File: src/shared/irq_map_pkg.sv
/*
 Package for the interrupt source and vector logic: source order, vector
 addresses, flag and enable positions, and the carrier structs.
 Assumes a single core clock and a synchronous active-high reset.
*/
package irq_map_pkg;

	// ----------------------------------------------------------------
	// Sources in fixed order within a level
	// ----------------------------------------------------------------
	localparam int NUM_SOURCES = 9;
	localparam int SRC_EXT0    = 0;
	localparam int SRC_TIMER0  = 1;
	localparam int SRC_EXT1    = 2;
	localparam int SRC_TIMER1  = 3;
	localparam int SRC_SERIAL0 = 4;
	localparam int SRC_TIMER2  = 5;
	localparam int SRC_SERIAL1 = 6;
	localparam int SRC_EXT2    = 7;
	localparam int SRC_EXT4    = 8;

	// ----------------------------------------------------------------
	// Vector addresses
	// ----------------------------------------------------------------
	localparam logic [15:0] VEC_EXT0    = 16'h0003;
	localparam logic [15:0] VEC_TIMER0  = 16'h000b;
	localparam logic [15:0] VEC_EXT1    = 16'h0013;
	localparam logic [15:0] VEC_TIMER1  = 16'h001b;
	localparam logic [15:0] VEC_SERIAL0 = 16'h0023;
	localparam logic [15:0] VEC_TIMER2  = 16'h002b;
	localparam logic [15:0] VEC_SERIAL1 = 16'h003b;
	localparam logic [15:0] VEC_EXT2    = 16'h0043;
	localparam logic [15:0] VEC_EXT4    = 16'h0053;

	// ----------------------------------------------------------------
	// Flag positions in the extended flag register
	// ----------------------------------------------------------------
	localparam int EXT2_FLAG_BIT = 4;
	localparam int EXT4_FLAG_BIT = 6;

	// ----------------------------------------------------------------
	// Reset values
	// ----------------------------------------------------------------
	localparam logic [8:0]  PEND_RESET   = 9'h000;
	localparam logic [1:0]  LEVEL_RESET  = 2'h0;
	localparam logic [15:0] VECTOR_RESET = 16'h0000;

	// Level service state: idle, low routine running, high running
	typedef enum logic [1:0] {
		SVC_IDLE,
		SVC_LOW,
		SVC_HIGH
	} svc_state_e;

	// Raw flags as held by the peripheral control registers
	typedef struct packed {
		logic ext0_request_flag;
		logic timer0_overflow_flag;
		logic ext1_request_flag;
		logic timer1_overflow_flag;
		logic serial0_tx_done_flag;
		logic serial0_rx_done_flag;
		logic timer2_overflow_flag;
		logic timer2_ext_trigger_flag;
		logic serial1_tx_done_flag;
		logic serial1_rx_done_flag;
	} periph_flags_s;

	// Enable bits
	typedef struct packed {
		logic global_irq_enable;
		logic ext0_irq_enable;
		logic timer0_irq_enable;
		logic ext1_irq_enable;
		logic timer1_irq_enable;
		logic serial0_irq_enable;
		logic timer2_irq_enable;
		logic serial1_irq_enable;
		logic timer2_or_timer3_irq_enable;
		logic converter_ready_irq_enable;
	} irq_enables_s;

	// Priority bits, one per source, high level when set
	typedef struct packed {
		logic ext0_priority_bit;
		logic timer0_priority_bit;
		logic ext1_priority_bit;
		logic timer1_priority_bit;
		logic serial0_priority_bit;
		logic timer2_priority_bit;
		logic serial1_priority_bit;
		logic ext2_priority_bit;
		logic ext4_priority_bit;
	} irq_priority_s;

	// Request handed to the core
	typedef struct packed {
		logic        valid;
		logic        high_level;
		logic [3:0]  source;
		logic [15:0] vector;
	} irq_request_s;

endpackage

File: src/verilog/interrupt_source_vector_map.sv
/*
 Interrupt request logic: collects nine sources, holds the two internal
 extended flags, resolves two priority levels with fixed order inside a
 level, and presents one vectored request to the core.
 Assumes the core pulses irq_taken when it enters a routine and irq_return
 when it leaves one, and that peripheral flags are on the core clock.
*/
`timescale 1ns/1ps

module interrupt_source_vector_map (
	input  wire logic                         clk,
	input  wire logic                         reset,
	input  wire irq_map_pkg::periph_flags_s   flags,
	input  wire irq_map_pkg::irq_enables_s    enables,
	input  wire irq_map_pkg::irq_priority_s   priorities,
	input  wire logic                         timer3_overflow,
	input  wire logic                         converter_ready,
	input  wire logic                         ext2_flag_clear,
	input  wire logic                         ext4_flag_clear,
	input  wire logic                         irq_taken,
	input  wire logic                         irq_return,
	output irq_map_pkg::irq_request_s         irq_request,
	output logic [7:0]                        extended_flag_register,
	output logic [1:0]                        active_level
);

	// ------------------------------------------------------------------
	// Extended flags
	// ------------------------------------------------------------------
	logic ext2_flag;
	logic ext4_flag;
	logic next_ext2_flag;
	logic next_ext4_flag;
	logic [7:0] next_flag_register;

	always_comb begin
		next_ext2_flag = timer3_overflow | (ext2_flag & ~ext2_flag_clear);
		next_ext4_flag = converter_ready | (ext4_flag & ~ext4_flag_clear);
		next_flag_register = 8'h00;
		next_flag_register[irq_map_pkg::EXT2_FLAG_BIT] = next_ext2_flag;
		next_flag_register[irq_map_pkg::EXT4_FLAG_BIT] = next_ext4_flag;
	end

	always_ff @(posedge clk) begin
		if (reset) begin
			ext2_flag              <= 1'b0;
			ext4_flag              <= 1'b0;
			extended_flag_register <= 8'h00;
		end else begin
			ext2_flag              <= next_ext2_flag;
			ext4_flag              <= next_ext4_flag;
			extended_flag_register <= next_flag_register;
		end
	end

	// ------------------------------------------------------------------
	// Gated requests
	// ------------------------------------------------------------------
	logic [8:0] raw;
	logic [8:0] gated;
	logic [8:0] prio;
	logic [8:0] high_req;
	logic [8:0] low_req;

	always_comb begin
		raw[irq_map_pkg::SRC_EXT0] =
			flags.ext0_request_flag & enables.ext0_irq_enable;
		raw[irq_map_pkg::SRC_TIMER0] =
			flags.timer0_overflow_flag & enables.timer0_irq_enable;
		raw[irq_map_pkg::SRC_EXT1] =
			flags.ext1_request_flag & enables.ext1_irq_enable;
		raw[irq_map_pkg::SRC_TIMER1] =
			flags.timer1_overflow_flag & enables.timer1_irq_enable;
		raw[irq_map_pkg::SRC_SERIAL0] = enables.serial0_irq_enable &
			(flags.serial0_tx_done_flag | flags.serial0_rx_done_flag);
		raw[irq_map_pkg::SRC_TIMER2] = enables.timer2_irq_enable &
			(flags.timer2_overflow_flag | flags.timer2_ext_trigger_flag);
		raw[irq_map_pkg::SRC_SERIAL1] = enables.serial1_irq_enable &
			(flags.serial1_tx_done_flag | flags.serial1_rx_done_flag);
		raw[irq_map_pkg::SRC_EXT2] =
			ext2_flag & enables.timer2_or_timer3_irq_enable;
		raw[irq_map_pkg::SRC_EXT4] =
			ext4_flag & enables.converter_ready_irq_enable;
		gated = enables.global_irq_enable ? raw : 9'h000;
		prio = {priorities.ext4_priority_bit,
			priorities.ext2_priority_bit,
			priorities.serial1_priority_bit,
			priorities.timer2_priority_bit,
			priorities.serial0_priority_bit,
			priorities.timer1_priority_bit,
			priorities.ext1_priority_bit,
			priorities.timer0_priority_bit,
			priorities.ext0_priority_bit};
		high_req = gated & prio;
		low_req  = gated & ~prio;
	end

	// ------------------------------------------------------------------
	// Fixed-order pick within each level
	// ------------------------------------------------------------------
	logic       high_found;
	logic       low_found;
	logic [3:0] high_index;
	logic [3:0] low_index;

	irq_pick #(.WIDTH(irq_map_pkg::NUM_SOURCES)) u_pick_high (
		.request (high_req),
		.found   (high_found),
		.index   (high_index)
	);

	irq_pick #(.WIDTH(irq_map_pkg::NUM_SOURCES)) u_pick_low (
		.request (low_req),
		.found   (low_found),
		.index   (low_index)
	);

	function automatic logic [15:0] vector_of(input logic [3:0] src);
		logic [15:0] v;
		v = irq_map_pkg::VEC_EXT4;
		unique case (src)
			4'h0: v = irq_map_pkg::VEC_EXT0;
			4'h1: v = irq_map_pkg::VEC_TIMER0;
			4'h2: v = irq_map_pkg::VEC_EXT1;
			4'h3: v = irq_map_pkg::VEC_TIMER1;
			4'h4: v = irq_map_pkg::VEC_SERIAL0;
			4'h5: v = irq_map_pkg::VEC_TIMER2;
			4'h6: v = irq_map_pkg::VEC_SERIAL1;
			4'h7: v = irq_map_pkg::VEC_EXT2;
			default: v = irq_map_pkg::VEC_EXT4;
		endcase
		return v;
	endfunction

	// ------------------------------------------------------------------
	// Level tracking and request output
	// ------------------------------------------------------------------
	// Nesting is at most two deep, so a low routine under a high one is
	// remembered by one bit rather than a stack.
	irq_map_pkg::svc_state_e  svc;
	irq_map_pkg::svc_state_e  next_svc;
	logic                     low_suspended;
	logic                     next_low_suspended;
	irq_map_pkg::irq_request_s next_request;
	logic [1:0]               next_active_level;

	always_comb begin
		next_svc           = svc;
		next_low_suspended = low_suspended;
		next_request       = '0;
		unique case (svc)
			irq_map_pkg::SVC_IDLE: begin
				if (high_found) begin
					next_request.valid      = 1'b1;
					next_request.high_level = 1'b1;
					next_request.source     = high_index;
					next_request.vector     = vector_of(high_index);
				end else if (low_found) begin
					next_request.valid  = 1'b1;
					next_request.source = low_index;
					next_request.vector = vector_of(low_index);
				end
			end
			irq_map_pkg::SVC_LOW: begin
				if (high_found) begin
					next_request.valid      = 1'b1;
					next_request.high_level = 1'b1;
					next_request.source     = high_index;
					next_request.vector     = vector_of(high_index);
				end
			end
			irq_map_pkg::SVC_HIGH: begin
				next_request = '0;
			end
		endcase
		if (irq_taken && irq_request.valid) begin
			next_request = '0;
			if (irq_request.high_level) begin
				next_svc           = irq_map_pkg::SVC_HIGH;
				next_low_suspended = (svc == irq_map_pkg::SVC_LOW);
			end else begin
				next_svc = irq_map_pkg::SVC_LOW;
			end
		end else if (irq_return) begin
			next_request = '0;
			if (svc == irq_map_pkg::SVC_HIGH && low_suspended) begin
				next_svc = irq_map_pkg::SVC_LOW;
			end else begin
				next_svc = irq_map_pkg::SVC_IDLE;
			end
			next_low_suspended = 1'b0;
		end
		next_active_level = {next_svc == irq_map_pkg::SVC_HIGH,
			next_svc != irq_map_pkg::SVC_IDLE};
	end

	always_ff @(posedge clk) begin
		if (reset) begin
			svc                    <= irq_map_pkg::SVC_IDLE;
			low_suspended          <= 1'b0;
			irq_request            <= '0;
			active_level           <= irq_map_pkg::LEVEL_RESET;
		end else begin
			svc           <= next_svc;
			low_suspended <= next_low_suspended;
			irq_request   <= next_request;
			active_level  <= next_active_level;
		end
	end

endmodule

File: src/verilog/irq_pick.sv
/*
 Fixed-order picker: returns the lowest-numbered set bit of a request set.
 Pure combinational; the caller registers the result.
*/
`timescale 1ns/1ps

module irq_pick #(
	parameter int WIDTH = 9
) (
	input  wire logic [WIDTH-1:0] request,
	output logic                  found,
	output logic [3:0]            index
);

	// The index port is four bits wide, so at most sixteen requests
	if (WIDTH < 1 || WIDTH > 16) begin : g_width_check
		$error("irq_pick WIDTH out of range");
	end

	// Scan from the top down so the lowest index is written last and wins
	always_comb begin
		found = 1'b0;
		index = 4'h0;
		for (int i = WIDTH - 1; i >= 0; i--) begin
			if (request[i]) begin
				found = 1'b1;
				index = 4'(i);
			end
		end
	end

endmodule
File: config.mk
export PLATFORM = sky130hd
export DESIGN_NAME = interrupt_source_vector_map
export DESIGN_NICKNAME = d
export VERILOG_FILES = /design/src/shared/irq_map_pkg.sv /design/src/verilog/interrupt_source_vector_map.sv /design/src/verilog/irq_pick.sv
export SDC_FILE = /design/constraint.sdc
export NUM_CORES = 1
export LEC_CHECK = 0
export BUFFER_PORTS_ARGS = -buffer_cell sky130_fd_sc_hd__buf_2
export CAP_MARGIN = 10
export CORE_MARGIN = 2
export CORE_UTILIZATION = 45
export DETAILED_ROUTE_END_ITERATION = 12
export GPL_ROUTABILITY_DRIVEN = 0
export PLACE_DENSITY_LB_ADDON = 0.12
export SLEW_MARGIN = 40
export SYNTH_ARGS = -nofsm -noshare
export SYNTH_HDL_FRONTEND = slang
export SYNTH_SLANG_ARGS = --single-unit
File: constraint.sdc
create_clock -name clk -period 2.8 [get_ports clk]
set_input_delay 0.56 -clock clk [delete_from_list [all_inputs] [get_ports clk]]
set_output_delay 0.56 -clock clk [all_outputs]
set_load 0.01 [all_outputs]
=== Yosys cells after proc, flatten, opt, wreduce, memory -nomap -nowiden ===
Memories as Yosys holds them, arrays and structs flattened.
Index checks and enable logic that the tools add are counted.

* Bitwise operators: 21
* Multiply operators: 0
* Add/subtract/negate cells: 0
* Reduce and logical (&&, ||, !) cells: 7
* Equal/unequal tests: 4
* Div/mod/pow operators: 0
* Shift operators: 0
* Multiplexer cells: 54
* Order comparisons: 0

{| class="wikitable"
|+ Operator list
! kind !! count
|-
| $mux 4 || 18
|-
| $pmux 22 s3 || 1
|-
| $mux 16 || 3
|-
| $mux 20 || 2
|-
| $mux 1 || 25
|-
| $mux 22 || 1
|-
| $and 9x9->9 || 2
|-
| $and 1x1->1 || 11
|-
| $mux 9 || 1
|-
| $not 9->9 || 1
|-
| $mux 2 || 3
|-
| $or 1x1->1 || 5
|-
| $eq 2x2->1 const B || 2
|-
| $reduce_bool 2->1 || 2
|-
| $reduce_or 3->1 || 1
|-
| $eq 2x1->1 const B || 1
|-
| $logic_and 1x1->1 || 2
|-
| $logic_not 2->1 || 1
|-
| $ne 2x2->1 const B || 1
|-
| $not 1->1 || 2
|-
| $reduce_and 2->1 || 1
|}

* RAM bits: 0
* Bits in latches: 0
* Bits in read-only memories: 96
* Word-level logic and storage cells: 100
* Memories: 3
* Output and inout port bits: 32
* Register bits after elaboration: 37

{| class="wikitable"
|+ Memories
! memory !! words !! width !! rd ports !! clocked after memory_dff !! write ports !! line !! text
|-
| (no name shown) || 8 || 4 || 1 || 0 || 0 || interrupt_source_vector_map.sv:121 || <nowiki>unique case (src)</nowiki>
|-
| (no name shown) || 8 || 4 || 1 || 0 || 0 || interrupt_source_vector_map.sv:121 ||
|-
| (no name shown) || 8 || 4 || 1 || 0 || 0 || interrupt_source_vector_map.sv:121 ||
|}

=== Logic depth before layout (Yosys ltp) ===
Gate-level depths: netlist (run 1).
An unclocked memory read counts as a cell.

* Word-level depth: 18
* Mapped depth: 11

=== Cells and area by module ===
From an unflattened synthesis (run 1), not the netlist that was laid out.

* Cells, all modules: 176
* Area, all modules: 1331.3 sq um

{| class="wikitable"
|+ Modules (own cells, without submodules)
! module !! sequential area each (sq um) !! instances !! area each (sq um) !! cells an instance
|-
| interrupt_source_vector_map || 340.3 || 1 || 1133.6 || 146
|-
| irq_pick || 0.0 || 2 || 98.8 || 15
|}

=== Worst setup path after synthesis (run 1) ===
No wires, ideal clock.

* Path kind: input-to-reg
* Start: in flags[4] in the netlist's numbering
* End: reg irq_request[4] in the netlist's numbering
* Buffers on the path: 0
* Stages: 5
* Arrival time: 2.284 ns
* Path slack: 0.432 ns
* Data required time: 2.716 ns
* Cell sequence: o2111a_2 > or4_4 > or4_4 > a31o_4 > o31ai_2

* Word-level cells in the longest chain between the ends: 14

{| class="wikitable"
|+ Ends and longest elaborated chain
! element !! line !! text
|-
| start, declared || interrupt_source_vector_map.sv:13 || <nowiki>input wire irq_map_pkg::periph_flags_s flags,</nowiki>
|-
| $or 1x1->1 (*) || interrupt_source_vector_map.sv:75 || <nowiki>(flags.serial0_tx_done_flag | flags.serial0_rx_done_flag);</nowiki>
|-
| $and 1x1->1 (*) || interrupt_source_vector_map.sv:74 || <nowiki>raw[irq_map_pkg::SRC_SERIAL0] = enables.serial0_irq_enable &</nowiki>
|-
| $mux 9 (*) || interrupt_source_vector_map.sv:84 || <nowiki>gated = enables.global_irq_enable ? raw : 9'h000;</nowiki>
|-
| $and 9x9->9 || interrupt_source_vector_map.sv:95 || <nowiki>low_req = gated & ~prio;</nowiki>
|-
| $mux 4 (5 in series) || irq_pick.sv:25 || <nowiki>if (request[i]) begin</nowiki>
|-
| $mem_v2 8x4 || n/a ||
|-
| $mux 16 || interrupt_source_vector_map.sv:121 ||
|-
| $mux 20 || interrupt_source_vector_map.sv:158 || <nowiki>end else if (low_found) begin</nowiki>
|-
| $mux 20 || interrupt_source_vector_map.sv:153 || <nowiki>if (high_found) begin</nowiki>
|-
| $pmux 22 s3 (*) || interrupt_source_vector_map.sv:151 || <nowiki>unique case (svc)</nowiki>
|-
| end signal, assigned || interrupt_source_vector_map.sv:206 || <nowiki>irq_request <= next_request;</nowiki>
|-
| end, declared || interrupt_source_vector_map.sv:22 || <nowiki>output irq_map_pkg::irq_request_s irq_request,</nowiki>
|}

Every way passes the cells marked *; elsewhere a longest branch is shown, timed or not.
A chain may end at the register's enable or synchronous reset.

=== Worst setup path after layout (run 1) ===
* Start: in enables[9] in the netlist's numbering
* End: reg irq_request[4] in the netlist's numbering

* Word-level cells in the longest chain between the ends: 15

{| class="wikitable"
|+ Ends and longest elaborated chain
! element !! line !! text
|-
| start, declared || interrupt_source_vector_map.sv:14 || <nowiki>input wire irq_map_pkg::irq_enables_s enables,</nowiki>
|-
| $mux 9 (*) || interrupt_source_vector_map.sv:84 ||
|-
| $and 9x9->9 || interrupt_source_vector_map.sv:95 ||
|-
| $mux 4 (8 in series) || irq_pick.sv:25 ||
|-
| $mem_v2 8x4 or $mux 4 (tied branches) || n/a ||
|-
| $mux 16 || interrupt_source_vector_map.sv:121 ||
|-
| $mux 20 || interrupt_source_vector_map.sv:158 ||
|-
| $mux 20 || interrupt_source_vector_map.sv:153 ||
|-
| $pmux 22 s3 (*) || interrupt_source_vector_map.sv:151 ||
|}

Marks and branches as above.

==> key figures, run 1 <==
Global routing
  • First-pass GRT wire length: 5240 um
  • Grt total ovfl: 0
  • Number of global-route vias before repair: 1258
  • GRT Total Usage: 19.6%
  • Pin count of the biggest net entering global routing: 20
  • Initial antenna violation count: 0

Floorplan
  • Die Y: 58.4 um
  • Core area: 2780 um^2
  • Initial Utilization: 48.0%
  • Std-Cell Rows: 19
  • Ports: 69
  • Die W: 58.4 um
  • Die Area: 3420 um^2

Timing
  • Final min period: 2.28 ns
  • Post-route setup TNS: 0 ns
  • Final Skew: 0.00757 ns
  • Slew Limit Fails: 0
  • Final Setup Violations: 0
  • Tcrit/Tclk final: 81.3%
  • Max Freq: 439 MHz
  • Setup WS post-layout: 0.524 ns
  • Unrepaired setup endpoints after global routing: false
  • Final hold violations: 0

Detailed routing
  • Drt pass-1 iters: 6
  • Drt total wl: 3260 um
  • Drt via density: 5.67
  • DR WL/cell: 13.1 um
  • DR vias: 1417
  • Post-route DRC: 0
  • Initial DRC count: 40
  • DRT antenna net count: 0

Clock tree
  • CTS tree: built
  • Clock Latency Late Sink: 0.29 ns
  • Clk pin slew, worst setup/hold paths: 0.10 ns
  • CTS Hold Bufs: 0
  • Clock buffer depth: 2
  • H-tree levels: 1
  • Post-CTS setup repair buffer count: 0
  • Root Driver: clkbuf_4
  • CTS resizes: 0
  • Num CTS Buffers: 3
  • Sink Count: 17

Yosys
  • Top cells by count, synth: buf_4 (20), dfxtp_1 (17), nor2_1 (15), nand2_1 (11), a21oi_1 (10)
  • Mapped cell area: 1330 um^2
  • Synth area leader: dfxtp_1
  • Async SR Flop Fraction: 0%
  • Post-synthesis sequential area ratio: 25.5%
  • Top cells by area, synth: dfxtp_1 (26%), buf_4 (11%), ha_1 (5.6%)
  • Cell count after synthesis: 168
  • Unique masters post-synth: 45
  • Most common cell in the netlist: buf_4
  • Area share of the largest cell type after synthesis: 25.5%
  • Number of synthesized flops with an enable pin: 0
  • Warnings, synthesis: 0
  • Ys flop type: dfxtp_1
  • Syn_area_per_cell: 7.94 um^2
  • Flops & latches, synth: 17

Final layout
  • Layout cell share with drive strength beyond 1: 30.1%
  • Post-route design area: 1570 um^2
  • ANT cells: 0
  • Final nets: 263
  • P&R area growth vs syn: 17.4%

Run status
  • Status: completed

Placed design
  • Setup WS pre-CTS: 0.240 ns
  • Port bufs: 52
  • Post-DP Area: 1540 um^2
  • Hpwl dp: 2670 um

Setup path
  • Critical path capture point type: register
  • CP Class: input port to register
  • Crit path DAT: 2.48 ns
  • Startpoint Class: input port
  • CP required: 3.01 ns
  • CP Max Fanout: 19

Pwr
  • LEAKAGE: 0.747 nW
  • Maximum vdd drop: 0.271 mV
  • Total power: 0.559 mW
  • Power Density: 357 nW/um^2

Hold path
  • Worst Hold Class: input port to register

Flow run
  • Max-Cap Viols: 0
## where the power goes
group          internal, mW  switching, mW
sequential            0.253        0.00698
combinational        0.0703          0.100
clock                0.0555         0.0739
total                 0.378          0.181
## layout by cell type, fill, tap and decap left out, types with 2 or more instances in the layout
cell / count
o2111a_1: 2
or4_4: 2
or2_2: 3
nand2_1: 11
or4_1: 2
buf_2: 52
and2_1: 4
nand3_1: 7
clkbuf_4: 3
nor2_1: 15
a32oi_1: 2
nand3b_1: 2
conb_1: 16
nand4b_1: 4
ha_1: 6
inv_1: 9
a21oi_1: 10
nand4_1: 8
buf_4: 2
o22ai_1: 3
dfxtp_1: 17
o211ai_1: 6
o21ai_0: 7
and4_1: 3
a211oi_1: 2
## kinds of logic (layout without fill, tap and decap cells)
logic type	count (synthesis)	in the layout	share of synthesized area, %
AO/OA/AOI/OAI	45	45	24.4
buffers and inverters	31	67	14.9
AND/OR/NAND/NOR	68	68	29.3
flip-flops	17	17	25.5
adder cells (fa/ha/maj)	6	6	5.63
other	1	16	0.281
## registers in the layout (all words and copies together) (netlist names)
name / flops
irq_request: 10
active_level: 2
extended_flag_register: 2
svc: 2
low_suspended: 1
## worst max-delay path, stage by stage
cell     delay [ns]
buf_2          0.20
and4_1         0.25
or4_4          0.52
or4_4          0.51
a31o_4         0.23
o31ai_2        0.21
## through the flow
stage               hold slack, ns  cells  utilization [%]
floorplan                    0.442    183                -
global placement             0.467    246             55.3
detailed placement           0.479    246             55.3
CTS                          0.466    250             56.3
global route                 0.454    250             56.3
finish                       0.462    250             56.3
## cell type report
| class | instances | area, um^2 |
|---|---|---|
| sequential | 17 | 340 |
| multi-input combinational | 135 | 851 |
| inverter | 9 | 33.8 |
| fill | 283 | 1220 |
| timing repair buffer | 54 | 275 |
| tap | 31 | 38.8 |
| clock buffer | 4 | 26.3 |
## worst paths after layout
path,startpoint,end,slack (ns),cells after the start
worst max register to register,extended_flag_register[4]$_SDFF_PP0_,irq_request[4]$_SDFF_PP0_,0.66,5
worst min register to register,low_suspended$_SDFFE_PP0P_,low_suspended$_SDFFE_PP0P_,0.49,2
worst max-delay path,enables[9],irq_request[4]$_SDFF_PP0_,0.52,6
worst min-delay path,converter_ready,extended_flag_register[6]$_SDFF_PP0_,0.46,3
## routing by layer
layer  GRT usage, %  routed length, um
met2           35.5               1550
met1           24.2               1410
met3           2.64                283
met5              0                  0
met4           4.98                 18
(Power assumes the default switching activity.)
==> run 2: changes to the inputs <==
Settings changed: ABC_AREA set to 1, CORE_UTILIZATION 45 to 47.
Clock period 2.8 ns to 2.2 ns, I/O delays scaled along.
==> run 2 against run 1 <==
First-iteration DRC count shrank 20%. Core utilization grew 0.35 points. Wire length shrank 16%. Design area grew 8.6%. Clock power grew 29%. Power grew 31%. Global-route usage shrank 2.6 points. Critical path type is now register to register.
==> key figures, run 2 <==
Setup path
  • Reg2reg path depth: 15
  • CP Max Fanout: 4
  • CP Cell Sequence: nand3_1, nor2_1, nand2_1, nand2_1, nand2_1, nand2_1, nand2_1, nand2_1, nand2_1, inv_1, ha_1, a21oi_1, nor2_1, nand2_1, a21oi_2
  • Cell repeated most along the worst path: nand2_1
  • Critical path's slowest cell: dfxtp_1
  • CP required: 2.40 ns
  • CP Class: register to register
  • Crit path DAT: 2.00 ns
  • Startpoint Class: register
  • Critical path capture point type: register
  • Max incr delay on CP: 0.43 ns

Yosys
  • Top cells by count, synth: nand2_1 (46), inv_1 (38), buf_4 (20), dfxtp_1 (17), nor2_1 (15)
  • Most common cell in the netlist: nand2_1
  • Flops & latches, synth: 17
  • Area share of the largest cell type after synthesis: 23.2%
  • Mapped cell area: 1470 um^2
  • Top cells by area, synth: dfxtp_1 (23%), nand2_1 (12%), buf_4 (10%)
  • Cell count after synthesis: 216
  • Warnings, synthesis: 0
  • Ys flop type: dfxtp_1
  • Number of synthesized flops with an enable pin: 0
  • Synth area leader: dfxtp_1
  • Post-synthesis sequential area ratio: 23.2%
  • Syn_area_per_cell: 6.80 um^2
  • Unique masters post-synth: 30
  • Async SR Flop Fraction: 0%

Final layout
  • Reg with most FFs: irq_request
  • Final core area utilization: 56.6%
  • Most frequent cells in the layout: buf_2 (52), nand2_1 (46), inv_1 (38)
  • Fin cells: 300
  • Fillers: 310
  • ANT cells: 0
  • Final nets: 311
  • Max reg flops: 10
  • P&R area growth vs syn: 15.8%
  • Commonest non-fill, non-tap cell in the layout: buf_2
  • Layout cell share with drive strength beyond 1: 34.5%

Run status
  • Status: completed

Pwr
  • Sw frac: 34.7%
  • LEAKAGE: 1.01 nW
  • Maximum vdd drop: 0.260 mV
  • Comb pwr share: 32.6%
  • Power Density: 432 nW/um^2
  • Clk pwr share: 22.6%
  • Seq pwr share: 44.8%
  • Sw Pwr: 0.254 mW
  • Int Power: 0.479 mW

Floorplan
  • Die Y: 59.9 um
  • Die W: 59.9 um
  • Initial Utilization: 48.9%
  • Core area: 3000 um^2
  • Ports: 69
  • Std-Cell Rows: 20
  • Die Area: 3590 um^2

Hold path
  • Hold Path Cell Cnt: 3
  • Worst Hold Class: input port to register

Timing
  • Post-route setup TNS: 0 ns
  • Fin Hold WS: 0.347 ns
  • Slew Limit Fails: 0
  • Unrepaired setup endpoints after global routing: false
  • Final hold violations: 0
  • Final Skew: 0.00776 ns
  • Max Freq: 554 MHz
  • Final min period: 1.81 ns
  • Final Setup Violations: 0
  • Tcrit/Tclk final: 82.1%
  • Setup WS post-layout: 0.394 ns

Detailed routing
  • Initial DRC count: 32
  • DR vias: 1370
  • Drt pass-1 iters: 4
  • DR WL/cell: 9.18 um
  • Post-route DRC: 0
  • Drt total wl: 2750 um
  • DRT antenna net count: 0
  • Drt via density: 4.57

Clock tree
  • CTS tree: built
  • Clock buffer depth: 2
  • Sink Count: 17
  • CTS Hold Bufs: 0
  • Clock Latency Late Sink: 0.30 ns
  • CTS resizes: 0
  • Clk pin slew, worst setup/hold paths: 0.10 ns
  • Root Driver: clkbuf_4
  • Num CTS Buffers: 3
  • H-tree levels: 1
  • Post-CTS setup repair buffer count: 0

Placed design
  • Setup WS pre-CTS: 0.135 ns
  • Port bufs: 52
  • Inst Count DP: 296
  • Hpwl dp: 2390 um

Global routing
  • GRT Total Usage: 17.0%
  • Grt total ovfl: 0
  • Initial antenna violation count: 0
  • Number of global-route vias before repair: 1157
  • Pin count of the biggest net entering global routing: 13
  • First-pass GRT wire length: 4640 um

Flow run
  • Max-Cap Viols: 0
run 2: cell types whose count changed after synthesis, moves of 4 or more:
cell | before | now
nor2_4 | 0 | 6
nand3_1 | 7 | 11
nand4b_1 | 4 | 0
inv_2 | 0 | 4
nand2_2 | 0 | 5
nand2_1 | 11 | 46
o211ai_1 | 6 | 1
nand3_2 | 0 | 6
nor2_2 | 0 | 6
and2_1 | 4 | 0
inv_1 | 9 | 38
run 2: cells by family (layout without fill, tap and decap cells):
family / after synthesis / after routing / synth area share [%]
other: 1 / 16 / 0.255
flip-flops: 17 / 17 / 23.2
adder cells (fa/ha/maj): 6 / 6 / 5.11
AO/OA/AOI/OAI: 21 / 21 / 8.43
AND/OR/NAND/NOR: 107 / 107 / 41.1
buffers and inverters: 64 / 100 / 22.0
run 2: final timing paths:
path | start | end | slack, ns
worst max register to register | extended_flag_register[4]$_SDFF_PP0_ | irq_request[3]$_SDFF_PP0_ | 0.39
worst max-delay path | extended_flag_register[4]$_SDFF_PP0_ | irq_request[3]$_SDFF_PP0_ | 0.39
worst min-delay path | converter_ready | extended_flag_register[6]$_SDFF_PP0_ | 0.35
worst min register to register | low_suspended$_SDFFE_PP0P_ | low_suspended$_SDFFE_PP0P_ | 0.51
run 2: layout make-up:
class | count | area, um^2 | area share, %
flip-flops and latches | 17 | 340 | 20.0
multi-input cells | 150 | 862 | 50.7
repair buffers | 53 | 268 | 15.7
clock inverters | 1 | 5.00 | 0.294
well taps | 33 | 41.3 | 2.43
inverters | 43 | 161 | 9.49
clock buffers | 3 | 22.5 | 1.32
run 2: critical path: cells and delay by family (launching register included):
kind / cells / cell delay [ns]
compound gates: 2 / 0.19
fa+ha+maj: 1 / 0.22
buf+inv: 1 / 0.09
flops: 1 / 0.43
simple gates: 11 / 0.79
run 2: routing by layer:
layer	wire length (um)	global-route usage, %
met1	1300	22.6
met2	1270	26.6
met3	143	3.90
met5	0	0
met4	46	6.67
run 2: per-stage QoR:
step                      total power [mW]  instance area, um^2
after floorplan                      0.525                 1530
after global placement               0.574                 1670
after detailed placement             0.575                 1670
after CTS                            0.746                 1700
after global routing                 0.798                 1700
final                                0.734                 1700
run 2: power groups by stage:
stage          Combinational (mW)  Clock [mW]  Sequential [mW]
2_1_floorplan               0.184           0            0.341
3_3_place_gp                0.239           0            0.336
3_5_place_dp                0.239           0            0.336
4_1_cts                     0.240       0.177            0.329
5_1_grt                     0.273       0.194            0.331
6_report                    0.240       0.166            0.329
